$ cat src/rtl/csr_cfg.svh
/*
  Constants for the clock select and reset control block: register offsets,
  fuse codes, start-up counts and delays.
  Assumes a 100 MHz system clock and a watchdog oscillator tick input.
*/
`ifndef CSR_CFG_SVH
`define CSR_CFG_SVH

// ******************************************
// Register map (byte addresses, word aligned)
// ******************************************
`define CSR_TRIM_IDX        6'h31
`define CSR_ADDR_TRIM       8'hc4
`define CSR_ADDR_STATUS     8'h00
`define CSR_ADDR_CTRL       8'h04

// ******************************************
// Fuse codes
// ******************************************
`define CSR_SEL_EXT         4'h0
`define CSR_SEL_RC1         4'h1
`define CSR_SEL_RC8         4'h4
`define CSR_SEL_PLL         4'h1
`define CSR_SUT_NONE        2'h0
`define CSR_SUT_SHORT       2'h1
`define CSR_SUT_LONG        2'h2
`define CSR_SUT_RSVD        2'h3

// ******************************************
// Timing
// ******************************************
`define CSR_CLK_MHZ         100
`define CSR_PIN_NS          50
`define CSR_PIN_CYC         8'((`CSR_PIN_NS * `CSR_CLK_MHZ) / 1000 + 1)
`define CSR_CK_EXT          17'd6
`define CSR_CK_PLL_1K       17'd1024
`define CSR_CK_PLL_16K      17'd16384
`define CSR_WDT_KHZ         128
`define CSR_DLY_SHORT_US    4100
`define CSR_DLY_LONG_US     65000
`define CSR_DLY_SHORT_TK    17'((`CSR_DLY_SHORT_US * `CSR_WDT_KHZ) / 1000)
`define CSR_DLY_LONG_TK     17'((`CSR_DLY_LONG_US * `CSR_WDT_KHZ) / 1000)
`define CSR_TRIM_RST        8'h00

`endif

$ cat src/rtl/csr_pkg.sv
/*
  Types for the clock select and reset control block.
  Assumes csr_cfg.svh supplies all numeric constants.
*/
package csr_pkg;

  typedef enum logic [1:0] {
    CSR_SRC_RC  = 2'b00,
    CSR_SRC_EXT = 2'b01,
    CSR_SRC_PLL = 2'b10,
    CSR_SRC_OFF = 2'b11
  } csr_src_e;

  typedef enum logic [1:0] {
    CSR_ST_HOLD = 2'b00,
    CSR_ST_RTD  = 2'b01,
    CSR_ST_CKC  = 2'b10,
    CSR_ST_RUN  = 2'b11
  } csr_state_e;

  typedef struct packed {
    logic [3:0] clk_sel;
    logic       pll_fuse_n;
    logic [1:0] startup_time_fuses;
    logic       rst_pin_dis_n;
  } csr_fuse_s;

  typedef struct packed {
    logic por;
    logic ext_pin_n;
    logic wdt_expire;
    logic bod;
  } csr_rst_src_s;

  typedef struct packed {
    csr_fuse_s    fuse;
    csr_state_e   state;
    logic [16:0]  cnt;
    logic [7:0]   pin_cnt;
    logic [7:0]   trim;
    csr_src_e     src;
    logic [2:0]   rc_div;
    logic         rst_out;
    logic         wake_busy;
    logic         wdt_pulse;
    logic         wait_n;
    logic [7:0]   rdata;
    logic [3:0]   cause;
  } csr_state_s;

endpackage

$ cat src/rtl/csr_ctrl.sv
/*
  Clock source selection and reset sequencing with the oscillator trim
  register, reached over Avalon-MM.
  Assumes all inputs but arst_n synchronous to clk_sys, reset detectors and fuses
  given as levels, and wdt_osc_tick a one-cycle pulse per watchdog
  oscillator period.
*/
// The implementer's own choice: the Avalon-MM slave port.
`timescale 1ns/1ps
`include "csr_cfg.svh"

// Function
// - Reset loads 1 MHz calibration byte into trim; arst_n loads 00 instead
// - Trim raises frequency monotonically, zero lowest
// - Trim 00/7F/FF span 50-200 percent nominal
// - Fuses 0000 with PLL off pick external
// - External: 6 CK, delay none/4.1/65 ms
// - PLL 64 MHz clock feeds timer, system
// - PLL fuse with 0001 gives PLL/4
// - PLL: 1K or 16K CK plus delay
// - Reset is OR of four sources
// - Pin resets if enabled, low over 50ns
// - Watchdog expiry with enable causes reset
// - Reset initialises registers, execution from zero
// - Power-down wake uses only clock count
// - Real-time delay timed by watchdog oscillator
// - Codes 0001-0100 pick RC 1-8 MHz
// - Watchdog pulse one cycle, delay after fall
module csr_ctrl (
  input  wire logic                  clk_sys,
  input  wire logic                  arst_n,
  input  wire csr_pkg::csr_fuse_s    fuses,
  input  wire csr_pkg::csr_rst_src_s rst_src,
  input  wire logic                  wdt_enable,
  input  wire logic [7:0]            cal_byte,
  input  wire logic                  wdt_osc_tick,
  input  wire logic                  sys_ck_tick,
  input  wire logic                  wake_req,
  input  wire logic [7:0]            avs_address,
  input  wire logic                  avs_read,
  input  wire logic                  avs_write,
  input  wire logic [31:0]           avs_writedata,
  input  wire logic [3:0]            avs_byteenable,
  output logic [31:0]                avs_readdata,
  output logic                       avs_waitrequest,
  output logic                       core_rst,
  output logic [7:0]                 rc_trim,
  output csr_pkg::csr_src_e          clk_src,
  output logic [2:0]                 rc_freq_sel,
  output logic                       wake_busy
);
  import csr_pkg::*;

  csr_state_s s_reg;
  csr_state_s s_next;
  logic       rst_any;
  logic       pin_low;
  logic [16:0] ck_need;
  logic [16:0] rt_need;
  logic       acc;

  // ******************************************
  // Reset sources and start-up tables
  // ******************************************
  // Pin counts only when the shared pin is configured as reset
  assign pin_low = s_reg.fuse.rst_pin_dis_n & ~rst_src.ext_pin_n;
  // Watchdog expiry only counts when the watchdog is enabled
  assign rst_any = rst_src.por | rst_src.bod
                 | (s_reg.pin_cnt >= `CSR_PIN_CYC)
                 | s_reg.wdt_pulse;
  assign acc     = (avs_read | avs_write) & s_reg.wait_n;

  // Clock-count and real-time parts from latched fuses
  always_comb begin
    ck_need = `CSR_CK_EXT;
    rt_need = 17'h00000;
    if (s_reg.src == CSR_SRC_PLL) begin
      ck_need = (s_reg.fuse.startup_time_fuses == `CSR_SUT_RSVD) ? `CSR_CK_PLL_16K
                                                  : `CSR_CK_PLL_1K;
    end
    unique case (s_reg.fuse.startup_time_fuses)
      `CSR_SUT_NONE:  rt_need = 17'h00000;
      `CSR_SUT_SHORT: rt_need = `CSR_DLY_SHORT_TK;
      `CSR_SUT_LONG:  rt_need = `CSR_DLY_LONG_TK;
      // Reserved code: PLL defines it as no delay, others take the longest
      `CSR_SUT_RSVD:  rt_need = (s_reg.src == CSR_SRC_PLL) ? 17'h00000
                                                           : `CSR_DLY_LONG_TK;
    endcase
  end

  // ******************************************
  // Next-state logic
  // ******************************************
  // One process builds the whole next state
  always_comb begin
    s_next = s_reg;
    s_next.wait_n = 1'b0;
    s_next.wdt_pulse = rst_src.wdt_expire & wdt_enable & ~s_reg.wdt_pulse;
    s_next.pin_cnt = pin_low ? ((s_reg.pin_cnt == 8'hff) ? s_reg.pin_cnt
                                                         : s_reg.pin_cnt + 8'h01)
                             : 8'h00;
    if (rst_any) begin
      // Hold: latch fuses, reload trim, restart sequence
      s_next.fuse    = fuses;
      s_next.trim    = cal_byte;
      s_next.state   = CSR_ST_HOLD;
      s_next.cnt     = 17'h00000;
      s_next.rst_out = 1'b1;
      s_next.wake_busy = 1'b0;
      s_next.cause   = rst_src;
    end else begin
      unique case (s_reg.state)
        CSR_ST_HOLD: begin
          s_next.state = CSR_ST_RTD;
          s_next.cnt   = 17'h00000;
        end
        // Real-time part counts watchdog oscillator ticks
        CSR_ST_RTD: begin
          if (s_reg.cnt >= rt_need) begin
            s_next.state = CSR_ST_CKC;
            s_next.cnt   = 17'h00000;
          end else if (wdt_osc_tick) begin
            s_next.cnt = s_reg.cnt + 17'h00001;
          end
        end
        // Clock-count part counts selected system clock edges
        CSR_ST_CKC: begin
          if (s_reg.cnt >= ck_need) begin
            s_next.state     = CSR_ST_RUN;
            s_next.rst_out   = 1'b0;
            s_next.wake_busy = 1'b0;
          end else if (sys_ck_tick) begin
            s_next.cnt = s_reg.cnt + 17'h00001;
          end
        end
        CSR_ST_RUN: begin
          // Wake-up skips the real-time part entirely
          if (wake_req) begin
            s_next.state     = CSR_ST_CKC;
            s_next.cnt       = 17'h00000;
            s_next.wake_busy = 1'b1;
          end
        end
      endcase
      // Register bus; one wait cycle so readdata comes from a flop
      if (acc) begin
        s_next.wait_n = 1'b0;
      end else if (avs_read | avs_write) begin
        s_next.wait_n = 1'b1;
      end
      if ((avs_read | avs_write) & ~s_reg.wait_n & ~acc) begin
        s_next.rdata = 8'h00;
        unique case (avs_address)
          `CSR_ADDR_TRIM:   s_next.rdata = s_reg.trim;
          `CSR_ADDR_STATUS: s_next.rdata = {2'b00, s_reg.state, s_reg.cause};
          `CSR_ADDR_CTRL:   s_next.rdata = {6'h00, s_reg.src};
          default:          s_next.rdata = 8'h00;
        endcase
      end
      // Write lands on the answer edge, when the master sees waitrequest low
      if (avs_write & acc & avs_byteenable[0]
          & (avs_address == `CSR_ADDR_TRIM)) begin
        s_next.trim = avs_writedata[7:0];
      end
    end
    // Source decode from latched fuses
    if (!s_reg.fuse.pll_fuse_n && s_reg.fuse.clk_sel == `CSR_SEL_PLL) begin
      s_next.src = CSR_SRC_PLL;
    end else if (s_reg.fuse.pll_fuse_n && s_reg.fuse.clk_sel == `CSR_SEL_EXT) begin
      s_next.src = CSR_SRC_EXT;
    end else if (s_reg.fuse.pll_fuse_n && s_reg.fuse.clk_sel >= `CSR_SEL_RC1
                 && s_reg.fuse.clk_sel <= `CSR_SEL_RC8) begin
      s_next.src = CSR_SRC_RC;
    end else begin
      s_next.src = CSR_SRC_OFF;
    end
    s_next.rc_div = 3'(s_reg.fuse.clk_sel - `CSR_SEL_RC1);
  end

  // ******************************************
  // State register
  // ******************************************
  always_ff @(posedge clk_sys or negedge arst_n) begin
    if (!arst_n) begin
      s_reg         <= '0;
      s_reg.trim    <= `CSR_TRIM_RST;
      s_reg.rst_out <= 1'b1;
      s_reg.src     <= CSR_SRC_OFF;
    end else begin
      s_reg <= s_next;
    end
  end

  // Outputs straight from state flops
  assign avs_readdata    = {24'h000000, s_reg.rdata};
  assign avs_waitrequest = ~s_reg.wait_n;
  assign core_rst        = s_reg.rst_out;
  assign rc_trim         = s_reg.trim;
  assign clk_src         = s_reg.src;
  assign rc_freq_sel     = s_reg.rc_div;
  assign wake_busy       = s_reg.wake_busy;
endmodule

$ cat config.mk
export PLATFORM = sky130hd
export DESIGN_NAME = csr_ctrl
export DESIGN_NICKNAME = d
export VERILOG_FILES = /design/src/rtl/csr_pkg.sv /design/src/rtl/csr_ctrl.sv
export VERILOG_INCLUDE_DIRS = /design/src /design/src/rtl
export SDC_FILE = /design/constraint.sdc
export NUM_CORES = 1
export LEC_CHECK = 0
export ABC_AREA = 1
export BUFFER_PORTS_ARGS = -buffer_cell sky130_fd_sc_hd__buf_2
export CAP_MARGIN = 25
export CORE_UTILIZATION = 57
export CTS_CLUSTER_DIAMETER = 80
export CTS_CLUSTER_SIZE = 40
export DETAILED_ROUTE_END_ITERATION = 12
export GPL_TIMING_DRIVEN = 0
export PLACE_DENSITY = 0.86
export RECOVER_POWER = 50
export SYNTH_ARGS = -nofsm -noshare
export SYNTH_HDL_FRONTEND = slang
export SYNTH_SLANG_ARGS = --single-unit
$ cat constraint.sdc
create_clock -name clk_sys -period 3.6 [get_ports clk_sys]
set_input_delay 0.54 -clock clk_sys [delete_from_list [all_inputs] [get_ports clk_sys]]
set_output_delay 0.54 -clock clk_sys [all_outputs]
set_load 0.02 [all_outputs]
# Word level (Yosys, flattened, before mapping)
# Index checks and enable logic that the tools add are counted.
# op_classes
eq_ne	18
reduce_logical	18
order_cmp	5
mux	30
n_addsub	3
bitwise_logic	18
# op_table
op	count
19-bit case mux with 4 select lines	1
17-bit two-way mux	4
17-bit case mux with 4 select lines	1
8-bit two-way mux	5
19-bit two-way mux	2
17-bit greater-or-equal comparator	2
15-bit two-way mux	2
8-bit case mux with 3 select lines	1
17-bit by 1-bit adder with 17-bit output (second input constant)	1
8-bit equality test (second input constant)	2
3-bit != test (second input constant)	5
14-bit two-way mux	1
2-bit two-way mux	7
2-bit equality test (second input constant)	5
1-bit bitwise AND	9
9-bit two-way mux	1
8-bit by 1-bit adder with 8-bit output (second input constant)	1
8-bit by 3-bit equality test with 1-bit output (second input constant)	1
8-bit by 3-bit greater-or-equal comparator with 1-bit output (second input constant)	1
8-bit logical NOT	1
3-bit AND reduction	2
2-bit nonzero test	3
1-bit inverter	5
2-bit by 1-bit equality test with 1-bit output (second input constant)	2
16 further kinds	27
# totals
word_cells	108
in_bits	72
out_inout_bits	48
reg_bits	64

# Longest topological paths before layout
# depth
word_depth	7
mapped_depth	17
mapped_depth_nobuf	16

# Worst setup path after synthesis
# No wires, ideal clock.
# synth_timing
path_kind	reg2reg
start	register s_reg, in the netlist clk_src[1]
end	register s_reg[51] (netlist name)
synth_period_minus_slack_ps	2155
slack_ps	1445
path_buffers	1
required_ps	3481
setup_ps	119
path_stages_with_launch	14
arrival_ps	2035
path_cell_list	dfstp_2 > inv_1 > nor2_1 > nand3_1 > ha_1 > a21oi_1 > nand2_1 > a21oi_1 > nand2_1 > a21oi_4 > nand2_4 > buf_6 > nor2_1 > nor2_1
# synth_via
elab_chain_cells	7
word_cells_on_any_way	12
classes_between	order compare (2); eq/ne (3); mux (6); reduce/logical (1)
# synth_lines
item	line_no	text
start, declared	csr_ctrl.sv:54	csr_state_s s_reg;
start signal, assigned	csr_ctrl.sv:190	s_reg <= s_next;
2-bit equality test (*)	csr_ctrl.sv:77, csr_ctrl.sv:86	
14-bit two-way mux (no line)	-	
17-bit case mux with 4 select lines	csr_ctrl.sv:81	unique case (s_reg.fuse.startup_time_fuses)
17-bit greater-or-equal comparator	csr_ctrl.sv:119	if (s_reg.cnt >= rt_need) begin
17-bit two-way mux	csr_ctrl.sv:119	
19-bit case mux with 4 select lines	csr_ctrl.sv:112	unique case (s_reg.state)
19-bit two-way mux	csr_ctrl.sv:102	if (rst_any) begin
# Every way passes the cells marked *; elsewhere a longest branch is shown, timed or not. The select of a mux whose other input is x is not followed.
# A chain may end at the register's enable or synchronous reset.

# Worst setup path after layout
# layout_timing
start	register s_reg, in the netlist clk_src[1]
end	register s_reg[42] (netlist name)
# Same word-level chain as after synthesis.

==> results.json <==
{
  "crit_path_end_kind": "flop",
  "synth_edf_count": 0,
  "status": "completed",
  "synthCells": 564,
  "nNetsFinal": 753,
  "clockRootBuffer": "clkbuf_8",
  "crit_buf_inv": 2,
  "drive_gt1_share_pct": 25.89,
  "grt_max_degree": 42,
  "setup_violations": 0,
  "setup-tns-final_ns": 0,
  "place.gp.congestion": 1.006,
  "clock_sinks": 64,
  "die-area_um2": 7752,
  "diodes": 0,
  "mappedNetlistArea_um2": 4220,
  "drtIter0Drc": 289,
  "startpoint_type": "flop",
  "die_h_um": 88.05,
  "yosysTopAreaCellShare_pct": 36.17,
  "rows": 31,
  "fin_crit_sh_pct": 70.23,
  "dp_hpwl_mm": 7.637,
  "clkLatencyLatePin_ns": 0.36,
  "cp_max_fo": 10,
  "critPathKind": "flop to flop",
  "cts.clk_slew.worst_paths_ns": 0.07,
  "cp.required_ns": 3.85,
  "p_per_area_nw_per_um2": 365.6,
  "p_total_mw": 1.831,
  "core-area_um2": 7214,
  "route.detailed.drc": 0,
  "synthToLayoutAreaGrowth_pct": 18.68,
  "async_flop_share_pct": 100.0,
  "syn_avg_cell_area_um2": 7.483,
  "cp.arrival_ns": 2.77,
  "htree_levels": 3,
  "finalCriticalPeriod_ns": 2.528,
  "port-buffer-count": 68,
  "cts_buffer_depth": 2,
  "peakVddDrop_v": 0.0002590,
  "post-place-ws_ns": 1.093,
  "fmax_ghz": 0.3955,
  "setup_slack_ns": 1.072,
  "routed-wl-met2_mm": 4.900,
  "finalClockSkew_ns": 0.01647,
  "start_util_pct": 58.50,
  "synthTopCellsByCount": "123 x nand2_1, 67 x inv_1, 65 x nor2_1",
  "drtAntennaViolNets": 0,
  "grt_usage_pct": 28.16,
  "die_w_um": 88.05,
  "antenna_found_initial": 0,
  "highest_layer": "met4",
  "yosys.area.top_type": "dfrtp_1",
  "path_cells": "inv_1 > nor2_1 > nand2_1 > ha_1 > a21oi_1 > nand2_1 > a21oi_1 > nand2_1 > a21oi_4 > nand2_4 > buf_6 > nor2_1 > nor2_1",
  "synthFlopType": "dfrtp_1",
  "finalNonFillerCells": 771,
  "fill_cells": 599,
  "hold_path.class": "input port to flop",
  "cts_resized": 0,
  "path_delay_family": "simple AND/OR/NAND/NOR gates",
  "drv_slew": 0,
  "cp_slowest_cell": "dfstp_2",
  "slew_headroom_pct": 9.618,
  "hold_viol": 0,
  "synthTopCellsByArea": "dfrtp_1 36%, nand2_1 11%, buf_4 8.2%",
  "routed_wl_mm": 10.22,
  "grt_pass1_wl_mm": 16.71,
  "yosysSeqAreaShare_pct": 38.04,
  "grt.overflow.total": 0,
  "wl_met1_mm": 4.198,
  "largest_register_ffs": 41,
  "cts_setup_buffers": 0,
  "num_vias": 4003,
  "yosysMostFrequentCell": "nand2_1",
  "grt_pass1_vias": 3758,
  "cp_slowest_stage_delay_ns": 0.56,
  "whs_ns": 0.3813,
  "cts-hold-fix-buffers": 0,
  "dr_wl_met3_um": 751,
  "cts_tree": "built",
  "vias_per_cell": 5.192,
  "cts_made_buffers": 9,
  "ys_types": 42,
  "rsz0062_at_grt": "no",
  "worstMarginPinSlew_ns": 1.356,
  "cap_violations": 0,
  "p_leak_nw": 2.714,
  "wl_per_cell_um": 13.25,
  "ys_ff_latch": 64,
  "first_pass_iters": 5,
  "ios": 120,
  "numPlacedInstances": 755,
  "yosys_warnings": 0
}
## power by group
group / internal, mW / leakage, nW / switching (mW)
Clock: 0.412 / 0.117 / 0.304
Sequential: 0.756 / 0.828 / 0.0267
Combinational: 0.129 / 1.77 / 0.203
## final timing paths
kind,to,depth (start not counted),startpoint,slack [ns]
max,s_reg[42],13,clk_src[1],1.07
min,s_reg[56],3,fuses[0],0.38
max reg2reg,s_reg[42],13,clk_src[1],1.07
min reg2reg,s_reg[13],1,s_reg[13],0.43
max in group asynchronous,clk_src[0],2,arst_n,2.21
min in group asynchronous,avs_readdata[0],1,arst_n,0.47
## through the flow
stage / area, um^2 / utilization (%)
after floorplan: 4307 / -
after global placement: 4771 / 66.13
after detailed placement: 4791 / 66.41
after CTS: 5020 / 69.58
after global routing: 5009 / 69.42
final: 5009 / 69.42
## placed cells by master, fill, tap and decap left out, types with 3 or more instances in the layout
master    count
nor2_1       65
nand3_1      34
nor2_2        6
ha_1         14
conb_1       24
xor2_1        6
o21ai_1       7
dfstp_2       3
buf_4        46
nor3_1        8
o21ai_0      23
nand2_2       4
buf_2        71
o31ai_1       3
dfrtp_1      61
clkbuf_1      5
inv_1        67
inv_2         8
nand2_1     123
a31oi_1       5
o22ai_1       9
nand4_1       7
a21oi_1      28
buf_6         3
clkbuf_8     10
## kinds of logic (layout without fill, tap and decap cells)
kind of cell | Yosys count | after routing | share of synthesized area (%)
fa+ha+maj | 14 | 14 | 4.151
compound gates | 82 | 82 | 11.03
buf+inv | 133 | 218 | 16.75
xor+xnor | 8 | 8 | 1.660
simple gates | 262 | 262 | 28.28
other cells | 1 | 24 | 0.08886
flops | 64 | 64 | 38.04
## metal layers
| layer | vias to the layer above | track usage (%) |
|---|---|---|
| met4 | 0 | 15.84 |
| met2 | 196 | 45.53 |
| met3 | 40 | 6.032 |
| met5 | - | 0 |
| met1 | 1820 | 35.12 |
| li1 | 1947 | - |
## worst reg2reg max path, cell delays in order (launching register included)
cell	delay, ns
dfstp_2	0.56
inv_1	0.04
nor2_1	0.29
nand2_1	0.11
ha_1	0.31
a21oi_1	0.17
nand2_1	0.07
a21oi_1	0.16
nand2_1	0.13
a21oi_4	0.20
nand2_4	0.08
buf_6	0.15
nor2_1	0.12
nor2_1	0.05
## layout make-up
type | count | area, um^2 | share of cell area (%)
multi-input cells | 390 | 1989 | 39.72
flip-flops and latches | 64 | 1605 | 32.05
plain buffers | 57 | 419.2 | 8.369
repair buffers | 69 | 354.1 | 7.070
inverters | 76 | 287.8 | 5.746
clock buffers | 10 | 137.6 | 2.748
well taps | 99 | 123.9 | 2.473
clock inverters | 6 | 91.34 | 1.824
Power figures use the tool's default switching activity.
